<file path="config.mk">
export PLATFORM = sky130hd
export DESIGN_NAME = sfcfe_core
export DESIGN_NICKNAME = d
export VERILOG_FILES = /design/src/include/sfcfe_pkg.sv /design/src/hdl/sfcfe_sync.sv /design/src/hdl/sfcfe_core.sv
export VERILOG_INCLUDE_DIRS = /design/src /design/src/include
export SDC_FILE = /design/constraint.sdc
export NUM_CORES = 1
export LEC_CHECK = 0
export BUFFER_PORTS_ARGS = -buffer_cell sky130_fd_sc_hd__buf_2
export CORE_MARGIN = 5
export CORE_UTILIZATION = 45
export CTS_CLUSTER_DIAMETER = 120
export CTS_CLUSTER_SIZE = 14
export DETAILED_ROUTE_END_ITERATION = 8
export PLACE_DENSITY = 0.67
export SLEW_MARGIN = 20
export SYNTH_ARGS = -nofsm -noshare
export SYNTH_HDL_FRONTEND = slang
export SYNTH_SLANG_ARGS = --single-unit
</file>
<file path="constraint.sdc">
create_clock -name core_clk -period 3.3 [get_ports core_clk]
set_input_delay 0.495 -clock core_clk [delete_from_list [all_inputs] [get_ports core_clk]]
set_output_delay 0.495 -clock core_clk [all_outputs]
set_load 0.1 [all_outputs]
</file>
<file path="src/include/sfcfe_defs.svh">
/*
 * Constants of the serial flash command front end: opcodes, field widths,
 * counts and reset values.
 * Assumes inclusion by its bare name; definitions only.
 */
`ifndef SFCFE_DEFS_SVH
`define SFCFE_DEFS_SVH

// Opcodes, as shifted in MSB first
`define SFCFE_OP_READ_FAST   8'h0b
`define SFCFE_OP_READ_SLOW   8'h03
`define SFCFE_OP_ERASE_4K    8'h20
`define SFCFE_OP_ERASE_32K   8'h52
`define SFCFE_OP_ERASE_64K   8'hd8
`define SFCFE_OP_CHIP_ERASE1 8'h60
`define SFCFE_OP_CHIP_ERASE2 8'hc7
`define SFCFE_OP_PROGRAM     8'h02
`define SFCFE_OP_WRITE_EN    8'h06
`define SFCFE_OP_WRITE_DIS   8'h04
`define SFCFE_OP_PROTECT     8'h36
`define SFCFE_OP_UNPROTECT   8'h39
`define SFCFE_OP_READ_PROT   8'h3c
`define SFCFE_OP_READ_STATUS 8'h05
`define SFCFE_OP_WRITE_STAT  8'h01
`define SFCFE_OP_READ_ID     8'h9f
`define SFCFE_OP_POWER_DOWN  8'hb9
`define SFCFE_OP_RESUME      8'hab

// Field widths and counts
`define SFCFE_ADDR_W         21
`define SFCFE_ADDR_LAST_BYTE 2'h2
`define SFCFE_BIT_LAST       3'h7
`define SFCFE_PAGE_OFF_W     8

// Reset values
`define SFCFE_RST_BYTE       8'h00
`define SFCFE_RST_ADDR       24'h000000
`define SFCFE_RST_BITS       3'h0
`define SFCFE_RST_BYTES      2'h0

`endif

</file>
<file path="src/include/sfcfe_pkg.sv">
/*
 * Types of the serial flash command front end: decoded commands and the
 * framing state machine.
 * Assumes nothing beyond a SystemVerilog compiler.
 */
`default_nettype none

package sfcfe_pkg;

    // Decoded command kinds handed to the operation units
    typedef enum logic [4:0] {
        CMD_NONE,
        CMD_READ_FAST,
        CMD_READ_SLOW,
        CMD_ERASE_4K,
        CMD_ERASE_32K,
        CMD_ERASE_64K,
        CMD_CHIP_ERASE,
        CMD_PROGRAM,
        CMD_WRITE_EN,
        CMD_WRITE_DIS,
        CMD_PROTECT,
        CMD_UNPROTECT,
        CMD_READ_PROT,
        CMD_READ_STATUS,
        CMD_WRITE_STATUS,
        CMD_READ_ID,
        CMD_POWER_DOWN,
        CMD_RESUME
    } sfcfe_cmd_e;

    // Framing states
    typedef enum logic [2:0] {
        ST_IDLE,
        ST_OPCODE,
        ST_ADDR,
        ST_DUMMY,
        ST_DATA_IN,
        ST_DATA_OUT,
        ST_ARMED,
        ST_IGNORE
    } sfcfe_state_e;

endpackage : sfcfe_pkg

`default_nettype wire

</file>
<file path="src/hdl/sfcfe_sync.sv">
/*
 * Two-flop synchroniser for a group of independent pin levels.
 * Assumes each bit is a slow level relative to core_clk; no bus coherence.
 */
`timescale 1ns/1ps
`default_nettype none

module sfcfe_sync #(
    parameter int WIDTH = 1
) (
    // Clock and reset
    input  wire logic             core_clk,
    input  wire logic             rst_n,
    input  wire logic             ce,
    // Levels
    input  wire logic [WIDTH-1:0] async_in,
    output logic      [WIDTH-1:0] sync_out
);

    logic [WIDTH-1:0] meta_reg;

    // First stage feeds only the second stage
    always_ff @(posedge core_clk or negedge rst_n) begin
        if (!rst_n) begin
            meta_reg <= '1; // Idle level of chip select
            sync_out <= '1; // No false select edge after reset
        end else if (ce) begin
            meta_reg <= async_in;
            sync_out <= meta_reg;
        end
    end

endmodule : sfcfe_sync

`default_nettype wire

</file>
<file path="src/hdl/sfcfe_core.sv">
/*
 * SPI-slave command front end of a serial flash: frames operations by chip
 * select, shifts opcode, address, dummy and data bytes, decodes the opcode
 * table and hands requests to the internal operation units.
 * Assumes SCK, chip select and SI are asynchronous pins oversampled by
 * core_clk (SCK well below a quarter of core_clk), and that the read units
 * present rd_data the cycle after rd_byte_req.
 */
`timescale 1ns/1ps
`default_nettype none
`include "sfcfe_defs.svh"

module sfcfe_core
    import sfcfe_pkg::*;
(
    // Clock, reset, enable
    input  wire logic                     core_clk,
    input  wire logic                     rst_n,
    input  wire logic                     ce,
    // Serial pins
    input  wire logic                     spi_sck,
    input  wire logic                     spi_cs_n,
    input  wire logic                     spi_si,
    output logic                          spi_so,
    output logic                          spi_so_oe,
    // Status unit
    input  wire logic                     write_latch_flag,
    // Command requests
    output logic                          cmd_valid,
    output sfcfe_cmd_e                    cmd_kind,
    output logic [`SFCFE_ADDR_W-1:0]      cmd_addr,
    output logic [7:0]                    cmd_data,
    output logic                          cmd_abort,
    // Read data path
    output logic                          rd_byte_req,
    input  wire logic [7:0]               rd_data,
    // Program data path
    output logic                          wr_valid,
    output logic [`SFCFE_ADDR_W-1:0]      wr_addr,
    output logic [7:0]                    wr_data
);

    logic                          sck_s;
    logic                          cs_n_s;
    logic                          si_s;
    logic                          sck_d_reg;
    logic                          cs_n_d_reg;
    logic                          sck_rise;
    logic                          sck_fall;
    logic                          cs_start;
    logic                          cs_end;
    sfcfe_state_e                  state_reg;
    sfcfe_state_e                  state_next;
    sfcfe_cmd_e                    kind_reg;
    sfcfe_cmd_e                    op_kind;
    logic [2:0]                    bit_cnt_reg;
    logic [1:0]                    byte_cnt_reg;
    logic [7:0]                    shift_reg;
    logic [7:0]                    rx_byte;
    logic                          byte_done;
    logic [23:0]                   addr_reg;
    logic [`SFCFE_PAGE_OFF_W-1:0]  page_off_reg;
    logic                          got_data_reg;
    logic [7:0]                    data_reg;
    logic [7:0]                    out_shift_reg;
    logic                          load_pend_reg;
    logic                          modify;
    logic                          complete;
    logic                          fire_end;
    logic                          fire_read;

    // All three pins cross into core_clk
    sfcfe_sync #(
        .WIDTH (3)
    ) u_sync (
        .core_clk (core_clk),
        .rst_n    (rst_n),
        .ce       (ce),
        .async_in ({spi_sck, spi_cs_n, spi_si}),
        .sync_out ({sck_s, cs_n_s, si_s})
    );

    // Edge history of the synchronised levels
    always_ff @(posedge core_clk or negedge rst_n) begin
        if (!rst_n) begin
            sck_d_reg  <= 1'b0;
            cs_n_d_reg <= 1'b1;
        end else if (ce) begin
            sck_d_reg  <= sck_s;
            cs_n_d_reg <= cs_n_s;
        end
    end

    // Modes 0 and 3 look the same here: only edges inside a frame count
    assign sck_rise  = sck_s & ~sck_d_reg & ~cs_n_s;
    assign sck_fall  = ~sck_s & sck_d_reg & ~cs_n_s;
    assign cs_start  = ~cs_n_s & cs_n_d_reg;
    assign cs_end    = cs_n_s & ~cs_n_d_reg;
    assign rx_byte   = {shift_reg[6:0], si_s};
    assign byte_done = sck_rise && (bit_cnt_reg == `SFCFE_BIT_LAST);

    // Opcode table
    always_comb begin
        case (rx_byte)
            `SFCFE_OP_READ_FAST:   op_kind = CMD_READ_FAST;
            `SFCFE_OP_READ_SLOW:   op_kind = CMD_READ_SLOW;
            `SFCFE_OP_ERASE_4K:    op_kind = CMD_ERASE_4K;
            `SFCFE_OP_ERASE_32K:   op_kind = CMD_ERASE_32K;
            `SFCFE_OP_ERASE_64K:   op_kind = CMD_ERASE_64K;
            `SFCFE_OP_CHIP_ERASE1: op_kind = CMD_CHIP_ERASE;
            `SFCFE_OP_CHIP_ERASE2: op_kind = CMD_CHIP_ERASE;
            `SFCFE_OP_PROGRAM:     op_kind = CMD_PROGRAM;
            `SFCFE_OP_WRITE_EN:    op_kind = CMD_WRITE_EN;
            `SFCFE_OP_WRITE_DIS:   op_kind = CMD_WRITE_DIS;
            `SFCFE_OP_PROTECT:     op_kind = CMD_PROTECT;
            `SFCFE_OP_UNPROTECT:   op_kind = CMD_UNPROTECT;
            `SFCFE_OP_READ_PROT:   op_kind = CMD_READ_PROT;
            `SFCFE_OP_READ_STATUS: op_kind = CMD_READ_STATUS;
            `SFCFE_OP_WRITE_STAT:  op_kind = CMD_WRITE_STATUS;
            `SFCFE_OP_READ_ID:     op_kind = CMD_READ_ID;
            `SFCFE_OP_POWER_DOWN:  op_kind = CMD_POWER_DOWN;
            `SFCFE_OP_RESUME:      op_kind = CMD_RESUME;
            default:               op_kind = CMD_NONE;
        endcase
    end

    // Framing state machine, advanced on whole bytes
    always_comb begin
        state_next = state_reg;
        case (state_reg)
            ST_IDLE: begin
                state_next = ST_IDLE;
            end
            ST_OPCODE: begin
                if (byte_done) begin
                    case (op_kind)
                        CMD_NONE:         state_next = ST_IGNORE;
                        CMD_READ_FAST,
                        CMD_READ_SLOW,
                        CMD_ERASE_4K,
                        CMD_ERASE_32K,
                        CMD_ERASE_64K,
                        CMD_PROGRAM,
                        CMD_PROTECT,
                        CMD_UNPROTECT,
                        CMD_READ_PROT:    state_next = ST_ADDR;
                        CMD_READ_STATUS,
                        CMD_READ_ID:      state_next = ST_DATA_OUT;
                        CMD_WRITE_STATUS: state_next = ST_DATA_IN;
                        default:          state_next = ST_ARMED;
                    endcase
                end
            end
            ST_ADDR: begin
                if (byte_done && byte_cnt_reg == `SFCFE_ADDR_LAST_BYTE) begin
                    case (kind_reg)
                        CMD_READ_FAST: state_next = ST_DUMMY;
                        CMD_READ_SLOW,
                        CMD_READ_PROT: state_next = ST_DATA_OUT;
                        CMD_PROGRAM:   state_next = ST_DATA_IN;
                        default:       state_next = ST_ARMED;
                    endcase
                end
            end
            ST_DUMMY: begin
                if (byte_done) begin
                    state_next = ST_DATA_OUT;
                end
            end
            ST_DATA_IN: begin
                // Status write takes one byte; later bytes fall on deaf ears
                if (byte_done && kind_reg == CMD_WRITE_STATUS) begin
                    state_next = ST_ARMED;
                end
            end
            ST_DATA_OUT: begin
                state_next = ST_DATA_OUT;
            end
            ST_ARMED: begin
                state_next = ST_ARMED;
            end
            ST_IGNORE: begin
                state_next = ST_IGNORE;
            end
            default: begin
                state_next = ST_IDLE;
            end
        endcase
        if (cs_start) begin
            state_next = ST_OPCODE;
        end
        if (cs_end) begin
            state_next = ST_IDLE;
        end
    end

    always_ff @(posedge core_clk or negedge rst_n) begin
        if (!rst_n) begin
            state_reg <= ST_IDLE;
        end else if (ce) begin
            state_reg <= state_next;
        end
    end

    // Bit and byte counters restart with every selection
    always_ff @(posedge core_clk or negedge rst_n) begin
        if (!rst_n) begin
            bit_cnt_reg  <= `SFCFE_RST_BITS;
            byte_cnt_reg <= `SFCFE_RST_BYTES;
            shift_reg    <= `SFCFE_RST_BYTE;
        end else if (ce) begin
            if (cs_start) begin
                bit_cnt_reg  <= `SFCFE_RST_BITS;
                byte_cnt_reg <= `SFCFE_RST_BYTES;
            end else if (sck_rise) begin
                bit_cnt_reg <= bit_cnt_reg + 3'h1;
                shift_reg   <= rx_byte;
                if (byte_done && state_reg == ST_ADDR) begin
                    byte_cnt_reg <= byte_cnt_reg + 2'h1;
                end
            end
        end
    end

    // Command kind, address and received data
    always_ff @(posedge core_clk or negedge rst_n) begin
        if (!rst_n) begin
            kind_reg     <= CMD_NONE;
            addr_reg     <= `SFCFE_RST_ADDR;
            page_off_reg <= `SFCFE_RST_BYTE;
            got_data_reg <= 1'b0;
            data_reg     <= `SFCFE_RST_BYTE;
        end else if (ce) begin
            if (cs_start) begin
                kind_reg     <= CMD_NONE;
                got_data_reg <= 1'b0;
            end else if (byte_done) begin
                case (state_reg)
                    ST_OPCODE: begin
                        kind_reg <= op_kind;
                    end
                    ST_ADDR: begin
                        addr_reg     <= {addr_reg[15:0], rx_byte};
                        page_off_reg <= rx_byte;
                    end
                    ST_DATA_IN: begin
                        data_reg     <= rx_byte;
                        got_data_reg <= 1'b1;
                        // Overflow stays within the page
                        if (got_data_reg) begin
                            page_off_reg <= page_off_reg + 8'h01;
                        end
                    end
                    default: begin
                        kind_reg <= kind_reg;
                    end
                endcase
            end
        end
    end

    // Completion checks at release
    assign modify    = (kind_reg == CMD_PROGRAM) || (kind_reg == CMD_ERASE_4K) ||
                       (kind_reg == CMD_ERASE_32K) || (kind_reg == CMD_ERASE_64K) ||
                       (kind_reg == CMD_CHIP_ERASE);
    // A trailing partial program byte spoils the whole program
    assign complete  = (state_reg == ST_ARMED) ||
                       (state_reg == ST_DATA_IN && got_data_reg &&
                        bit_cnt_reg == `SFCFE_RST_BITS);
    assign fire_end  = cs_end && complete && (!modify || write_latch_flag);
    assign fire_read = byte_done && state_next == ST_DATA_OUT && state_reg != ST_DATA_OUT;

    // Request pulses to the operation units
    always_ff @(posedge core_clk or negedge rst_n) begin
        if (!rst_n) begin
            cmd_valid   <= 1'b0;
            cmd_abort   <= 1'b0;
            cmd_kind    <= CMD_NONE;
            cmd_addr    <= '0;
            cmd_data    <= `SFCFE_RST_BYTE;
            rd_byte_req <= 1'b0;
            wr_valid    <= 1'b0;
            wr_addr     <= '0;
            wr_data     <= `SFCFE_RST_BYTE;
        end else if (ce) begin
            cmd_valid   <= fire_end || fire_read;
            // Lets the status unit drop the latch flag on a broken modify
            cmd_abort   <= cs_end && modify && !complete && state_reg != ST_IDLE;
            rd_byte_req <= fire_read || (byte_done && state_reg == ST_DATA_OUT);
            wr_valid    <= byte_done && state_reg == ST_DATA_IN && kind_reg == CMD_PROGRAM;
            if (fire_read) begin
                cmd_kind <= kind_reg == CMD_NONE ? op_kind : kind_reg;
                cmd_addr <= state_reg == ST_DUMMY ? addr_reg[`SFCFE_ADDR_W-1:0]
                                                  : {addr_reg[`SFCFE_ADDR_W-9:0], rx_byte};
            end else if (fire_end) begin
                cmd_kind <= kind_reg;
                cmd_addr <= addr_reg[`SFCFE_ADDR_W-1:0];
                cmd_data <= data_reg;
            end
            if (byte_done && state_reg == ST_DATA_IN) begin
                wr_data <= rx_byte;
                wr_addr <= {addr_reg[`SFCFE_ADDR_W-1:8],
                            got_data_reg ? page_off_reg + 8'h01 : page_off_reg};
            end
        end
    end

    // Output shifter: load a byte, launch bits on falling SCK
    always_ff @(posedge core_clk or negedge rst_n) begin
        if (!rst_n) begin
            load_pend_reg <= 1'b0;
            out_shift_reg <= `SFCFE_RST_BYTE;
            spi_so        <= 1'b0;
            spi_so_oe     <= 1'b0;
        end else if (ce) begin
            load_pend_reg <= rd_byte_req;
            if (cs_end || cs_start) begin
                spi_so_oe <= 1'b0;
            end else if (load_pend_reg) begin
                // Load lands long before the next falling edge
                out_shift_reg <= rd_data;
            end else if (sck_fall && state_reg == ST_DATA_OUT) begin
                spi_so        <= out_shift_reg[7];
                spi_so_oe     <= 1'b1;
                out_shift_reg <= {out_shift_reg[6:0], 1'b0};
            end
        end
    end

endmodule : sfcfe_core

`default_nettype wire

</file>
; Word-level counts from Yosys, hierarchy flattened
; Memory sizes are Yosys's and may differ from the RTL's.
; Cells that the tools add are included.
[classes]
addsub = 3
mul = 0
div_mod_pow = 0
order_cmp = 0
eq_ne = 39
shifts = 0
muxes = 34
n_bitwise = 14
reduce_logical = 57
[ops]
columns = operator, count
row1 = $pmux W5 S17, 1
row2 = $mux W21, 3
row3 = $eq A8 B8 Y1 const B, 5
row4 = $eq A8 B6 Y1 const B, 4
row5 = $mux W5, 6
row6 = $mux W3, 9
row7 = $eq A8 B3 Y1 const B, 3
row8 = $mux W8, 3
row9 = $pmux W3 S8, 1
row10 = $reduce_and A3 Y1, 7
row11 = $eq A5 B3 Y1 const B, 4
row12 = $eq A3 B3 Y1 const B, 6
row13 = $reduce_bool A2 Y1, 9
row14 = $logic_and A1 B1 Y1, 17
row15 = $eq A8 B2 Y1 const B, 2
row16 = $eq A8 B7 Y1 const B, 2
row17 = $pmux W8 S2, 1
row18 = $reduce_and A4 Y1, 4
row19 = $eq A5 B2 Y1 const B, 2
row20 = $eq A5 B4 Y1 const B, 2
row21 = $logic_or A1 B1 Y1, 9
row22 = $pmux W3 S3, 1
row23 = $add A8 B1 Y8 const B, 1
row24 = $eq A8 B1 Y1 const B, 1
row25 = other kinds (19), 44
[word_totals]
ff_bits = 144
latchBits = 0
ramBits = 0
romBits = 48
input_bits = 15
out_inout_bits = 69
word_cells = 174
memories = 1
[memory_table]
columns = name, depth, word_bits, read_ports, rd_clocked_by_memory_dff, write_ports, line
row1 = (name not given), 16, 3, 1, 0, 0, sfcfe_core.sv:136  ; case (op_kind)

; Longest topological paths before layout
; Gate-level depths: netlist (run 1).
[depth]
word_depth = 14
mapped_depth = 11

; Hierarchy
; From an unflattened synthesis (run 1), not the netlist that was laid out.
[hier_totals]
cells_unflattened = 605
hier_area_um2 = 7056.8
[by_module_without_submodules]
columns = mod, n_inst, cells_per_inst, area_each_um2
row1 = sfcfe_core, 1, 592, 6797.8
row2 = sfcfe_sync, 1, 13, 259.0

; Worst setup path before layout (run 1)
; OpenSTA, ideal clock, no wires.
[synth_timing]
kind = reg2reg
from = register bit_cnt_reg[0]
to = register cmd_addr[10]
setup_time_ns = 0.125
arrival_time_ns = 2.977
t_required_ns = 3.175
path_slack_ns = 0.198
path_stages_with_launch = 11
n_path_buf = 1
cell_sequence = dfrtp_1 -> ha_1 -> ha_1 -> or4bb_1 -> o41a_1 -> a211oi_1 -> o21ai_1 -> nor4_4 -> a21oi_4 -> buf_6 -> mux2_4
[synth_between]
elab_chain_cells = 12
word_cells_on_any_way = 22
cone_classes = eq/ne: 2 / mux: 8 / reduce/logical: 12
[synth_rtl]
columns = item, line
row1 = start: declaration, sfcfe_core.sv:56  ; logic [2:0] bit_cnt_reg;
row2 = start signal: assignment, sfcfe_core.sv:208  ; bit_cnt_reg <= `SFCFE_RST_BITS;
row3 = start signal: assignment, sfcfe_core.sv:213  ; bit_cnt_reg <= `SFCFE_RST_BITS;
row4 = start signal: assignment, sfcfe_core.sv:216  ; bit_cnt_reg <= bit_cnt_reg + 3'h1;
row5 = $eq A3 B3 Y1 (no source line), n/a
row6 = $logic_and A1 B1 Y1, sfcfe_core.sv:100  ; assign byte_done = sck_rise && (bit_cnt_reg == `SFCFE_BIT_LAST);
row7 = "$logic_and A1 B1 Y1, on equally long branches", n/a
row8 = "$mux W3, on equally long branches", "sfcfe_core.sv:172, sfcfe_core.sv:155"
row9 = $pmux W3 S8, sfcfe_core.sv:130  ; case (state_reg)
row10 = $mux W3, sfcfe_core.sv:189  ; if (cs_start) begin
row11 = $mux W3, sfcfe_core.sv:192  ; if (cs_end) begin
row12 = $eq A3 B3 Y1, sfcfe_core.sv:271  ; assign fire_read = byte_done && state_next == ST_DATA_OUT && state_reg != ST_DATA_OUT;
row13 = $logic_and A1 B1 Y1 (2 in series), sfcfe_core.sv:271
row14 = $reduce_bool A2 Y1 (no source line), n/a
row15 = $reduce_and A2 Y1 (no source line), n/a
row16 = end signal: assignment, sfcfe_core.sv:293  ; cmd_addr <= state_reg == ST_DUMMY ? addr_reg[`SFCFE_ADDR_W-1:0]
row17 = end signal: assignment, sfcfe_core.sv:297  ; cmd_addr <= addr_reg[`SFCFE_ADDR_W-1:0];
row18 = end: declaration, sfcfe_core.sv:31  ; output logic [`SFCFE_ADDR_W-1:0] cmd_addr,
; Several ways; a longest one is shown, not always the timed one.
; A chain may end at the register's enable or synchronous reset.

; Final worst setup path (run 1)
[layout_timing]
from = register bit_cnt_reg[0]
to = register cmd_addr[7]
; The elaborated chain is that of the path after synthesis.

==> flow_metrics.tcl, run 1 <==
set metrics [dict create \
    diodes 0 \
    grt_pass1_vias 5399 \
    slew_headroom_pct 36.51 \
    register_area_mm2 0.003613 \
    die_y_um 135.5 \
    reg2reg_from "bit_cnt_reg[0]" \
    drc 0 \
    fin_nets 752 \
    use_met3_pct 5.869 \
    core-area_mm2 0.01531 \
    num_rows 45 \
    fin_cells 953 \
    holdCritPathClass "input pin to asynchronous set/reset pin" \
    rsz0062_at_grt "no" \
    htreeDepth 4 \
    synth.avg_cell_area_um2 11.27 \
    place_congestion 0.9593 \
    num_io_pins 84 \
    syn-cell-area_mm2 0.007091 \
    cp-startpoint "bit_cnt_reg[0]" \
    vias_per_cell 5.536 \
    die_area_mm2 0.01837 \
    outcome "completed" \
    holdBufCountCts 0 \
    synth-edff-count 0 \
    clk_path_buf_depth 2 \
    die_width_um 135.5 \
    clkTransAtPathRegs_ns 0.06 \
    area_delta_synth_final_pct 21.12 \
    final_util_pct 56.08 \
    clock_latency_ns 0.42 \
    cts_tree "done" \
    synth_common_cells "dfrtp_1, mux2_2, nand2_1, o21ai_0, clkbuf_1" \
    powerDensity_mw_per_mm2 613.0 \
    crit_fanout 21 \
    clkSinkCount 144 \
    yosysTopAreaCell "dfrtp_1" \
    ys_async_sr_fraction_pct 100.0 \
    yosysMostFrequentCell "dfrtp_1" \
    worst_pin_slew_ns 0.9523 \
    grt_start_max_net_pins 81 \
    leakage_nw 4.262 \
    irDropWorstVdd_mv 0.4005 \
    numCtsBuffers 17 \
    fin_crit_ns 3.166 \
    drive_gt1_share_pct 38.27 \
    synthFlopType "dfrtp_1" \
    synthDistinctLibCells 65 \
    finalCritPeriodShare_pct 95.94 \
    required_ns 3.61 \
    grt_pass1_wl_mm 27.59 \
    initial_core_util_pct 46.30 \
    finClkSkew_ns 0.01162 \
    maxCapViolations 0 \
    use_met1_pct 25.41 \
    tns_ns 0 \
    yosysWarnings 0 \
    vias 5276 \
    drt_iter0_drc 436 \
    synth_top_cell_area_share_pct 48.35 \
    synthCells 629 \
    clock.fmax_ghz 0.3159 \
    worst-setup-path-type "flip-flop to flip-flop" \
    dp_cells 920 \
    port_buffers 83 \
    worstPathArrival_ns 3.47 \
    setup_violations 0 \
    antenna_found_initial 0 \
    hold_violations 0 \
    ys_seq_elements 144 \
    end_kind "flip-flop" \
    overflow 0 \
    dr.pass1.iters 5 \
    synth.area.top_cells "dfrtp_1, mux2_2, mux2_4, nand2_1, dfstp_2" \
    syn-num-nets 651 \
    start_kind "flip-flop" \
    grt_util_all_layers_pct 18.78 \
    grt.busiest_layer "met2" \
    fillers 1307 \
    gr-usage-met2_pct 29.12 \
    ys_seq_area_share_pct 50.94 \
    drv_slew 0 \
    hpwl_mm 11.24 \
    root_buffer "clkbuf_16" \
    multiInputGateArea_mm2 0.003242 \
    detail_route.wl_per_cell_um 17.46 \
    wirelength_mm 16.64 \
    ant_nets 0 \
]
==> area by class of cell <==
| type | count | share of cell area (%) |
|---|---|---|
| well taps | 211 | 3.074 |
| clock inverters | 11 | 1.792 |
| inverters | 24 | 1.049 |
| flip-flops and latches | 144 | 42.07 |
| clock buffers | 20 | 5.434 |
| repair buffers | 124 | 8.829 |
| multi-input cells | 419 | 37.75 |
==> report_power, final <==
part	internal [mW]	switching [mW]
registers	1.92	0.233
clock network	1.25	0.754
logic	0.507	0.595
total	3.68	1.58
==> metrics by stage <==
stage / hold WS, ns / cell area [µm²] / setup slack (ns) / total power [mW]
6_report: 0.06535 / 8588 / 0.1340 / 5.265
2_1_floorplan: 0.1994 / 7091 / 0.1977 / 2.802
3_5_place_dp: 0.4693 / 7929 / -0.07380 / 3.268
4_1_cts: 0.08385 / 8564 / -0.03411 / 5.297
5_1_grt: 0.1281 / 8588 / 0.01410 / 5.527
3_3_place_gp: 0.4619 / 7929 / 0.03269 / 3.216
==> critical path: stages, from the launching register on <==
cell and delay [ns]:
dfrtp_1 0.38, ha_1 0.16, ha_1 0.19, or4bb_4 0.57
o41a_1 0.38, a211oi_1 0.25, o21a_1 0.18, o2111ai_2 0.11
buf_4 0.25, mux2_2 0.30, mux2_4 0.27
==> layout by cell type (no fill, tap or decap), drive strengths merged, types with 13 or more instances in the layout <==
cell type / Yosys / final
buf: 11 / 124
nand2: 54 / 54
dfrtp: 137 / 137
nand3: 13 / 13
mux2i: 13 / 13
o21ai: 34 / 34
inv: 23 / 26
nor2: 29 / 29
mux2: 104 / 104
a21oi: 31 / 32
clkbuf: 32 / 20
==> layer usage <==
| metal | share of wire (%) | vias up |
|---|---|---|
| li1 | - | 2465 |
| met1 | 44 | 2628 |
| met2 | 47 | 161 |
| met3 | 6.9 | 22 |
| met4 | 1.5 | 0 |
| met5 | 0 | - |
==> worst paths after layout <==
check / slack (ns) / end / depth (start not counted)
worst max-delay path: 0.13 / cmd_addr[7] / 10
worst min-delay path: 0.07 / page_off_reg[1] / 1
worst max register to register: 0.13 / cmd_addr[7] / 10
worst min register to register: 0.48 / wr_addr[2] / 2
max in group asynchronous: 2.40 / u_sync.sync_out[0] / 2
min in group core_clk: 0.31 / u_sync.meta_reg[0] / 2
==> kinds of logic after synthesis <==
family | synth area share [%]
simple gates | 12.53
flops | 50.94
compound gates | 11.19
mux | 19.09
buf+inv | 3.900
xor+xnor | 1.112
fa+ha+maj | 1.235
==> repair_timing <==
item | 4_1_cts | 5_1_grt
gates cloned | 0 | 1
pin swaps | 1 | 2
endpoints found under the setup margin | 13 | 27
buffers inserted | 0 | 1
endpoints found under the hold margin | 0 | 0
resized for setup | 4 | 1
(Power assumes the default switching activity.)
==> run 2: changes to the inputs <==
- CORE_ASPECT_RATIO: not set -> 1.25
- SKIP_LAST_GASP: not set -> 1
==> flow_metrics.tcl, run 2 (same netlist as run 1, synthesis figures left out) <==
set metrics [dict create \
    outcome "completed" \
    htreeDepth 4 \
    maxCapViolations 0 \
    layout_common_cells "dfrtp_1, mux2_2, buf_2" \
    hpwl_mm 11.93 \
    clk_path_buf_depth 2 \
    dp_cells 927 \
    grt_start_max_net_pins 83 \
    pre_cts_ws_ns -0.1856 \
    area_delta_synth_final_pct 23.49 \
    fin_nets 766 \
    holdCritPathClass "input pin to asynchronous set/reset pin" \
    fin_cells 969 \
    die_area_mm2 0.01838 \
    grt_pass1_wl_mm 28.81 \
    start_kind "flip-flop" \
    antenna_found_initial 0 \
    grt_pass1_vias 5620 \
    drt_iter0_drc 357 \
    wirelength_mm 17.70 \
    clkTransAtPathRegs_ns 0.06 \
    worst-setup-path-type "flip-flop to flip-flop" \
    drc 0 \
    irDropWorstVdd_mv 0.3514 \
    vias 5336 \
    required_ns 3.61 \
    clock.fmax_ghz 0.3127 \
    crit_fanout 6 \
    place_congestion 0.8408 \
    dr.pass1.iters 4 \
    worst_pin_slew_ns 0.8338 \
    die_y_um 150.3 \
    slew_headroom_pct 44.35 \
    end_kind "flip-flop" \
    initial_core_util_pct 45.73 \
    ant_nets 0 \
    vias_per_cell 5.507 \
    leakage_nw 4.354 \
    fin_crit_ns 3.198 \
    core-area_mm2 0.01551 \
    finClkSkew_ns 0.007951 \
    tns_ns 0 \
    drv_slew 0 \
    diodes 0 \
    num_io_pins 84 \
    clock_latency_ns 0.42 \
    num_rows 51 \
    layout_commonest_cell "dfrtp_1" \
    layout_setup_ws_ns 0.1018 \
    finalCritPeriodShare_pct 96.91 \
    clkSinkCount 144 \
    multiInputGateArea_mm2 0.003278 \
    hold_violations 0 \
    port_buffers 83 \
    root_buffer "clkbuf_16" \
    drive_gt1_share_pct 39.63 \
    holdBufCountCts 0 \
    powerDensity_mw_per_mm2 597.4 \
    grt_util_all_layers_pct 19.89 \
    detail_route.wl_per_cell_um 18.27 \
    fillers 1339 \
    setup_violations 0 \
    register_area_mm2 0.003612 \
    ff2ff_setup_slack_ns 0.10 \
    cts_tree "done" \
    overflow 0 \
    numCtsBuffers 17 \
    worstPathArrival_ns 3.51 \
    final_util_pct 56.47 \
    die_width_um 122.3 \
]
[run 2: power breakdown]
| group | leakage [nW] | switching, mW | internal, mW | total, mW |
|---|---|---|---|---|
| registers | 1.90 | 0.201 | 1.92 | 2.12 |
| logic | 2.17 | 0.646 | 0.550 | 1.20 |
| clock network | 0.284 | 0.784 | 1.13 | 1.91 |
| total | 4.35 | 1.63 | 3.60 | 5.23 |
[run 2: path summary, 6_finish.rpt]
path	cells after the start	end	start
hold / removal	1	cmd_data[7]	rst_n
setup reg to reg	10	cmd_addr[12]	bit_cnt_reg[0]
min in group core_clk	2	u_sync.meta_reg[1]	spi_cs_n
setup / recovery	10	cmd_addr[12]	bit_cnt_reg[0]
hold reg to reg	2	wr_addr[2]	wr_addr[2]
max in group asynchronous	2	addr_reg[11]	rst_n
[run 2: metrics by stage]
stage	hold slack (ns)	power, mW	instance area, µm²
2_1_floorplan	0.1994	2.802	7091
3_3_place_gp	0.4608	3.243	7975
3_5_place_dp	0.4652	3.296	7975
4_1_cts	0.1413	5.223	8593
5_1_grt	0.1631	5.501	8756
6_report	0.1015	5.231	8756
[run 2: worst max-delay path: stages (launching register included)]
cell and delay, ns:
dfrtp_1 0.35, ha_2 0.20, ha_4 0.14, or4bb_4 0.49, o41a_1 0.44, a211oi_2 0.25
o21a_1 0.20, o2111ai_4 0.22, buf_12 0.23, mux2_2 0.28, mux2_4 0.27
[run 2: area by class of cell]
| class | count | area share [%] |
|---|---|---|
| Sequential cell | 144 | 41.25 |
| Multi-Input combinational cell | 419 | 37.44 |
| Timing Repair Buffer | 138 | 10.55 |
| Clock inverter | 13 | 1.758 |
| Inverter | 24 | 1.029 |
| Tap cell | 212 | 3.029 |
| Clock buffer | 19 | 4.944 |
[run 2: metal layers]
layer / up-vias / wire (µm) / global-route usage [%]
met4: 0 / 346 / 7.451
met3: 28 / 708 / 4.322
li1: 2517 / - / -
met2: 126 / 9553 / 35.74
met1: 2665 / 7091 / 23.09
met5: - / 0 / 0
[run 2: repair_timing]
item	CTS	global route
buffers inserted	2	5
gates cloned	1	3
pin swaps	2	6
resized for setup	1	10
setup endpoints to repair	25	21
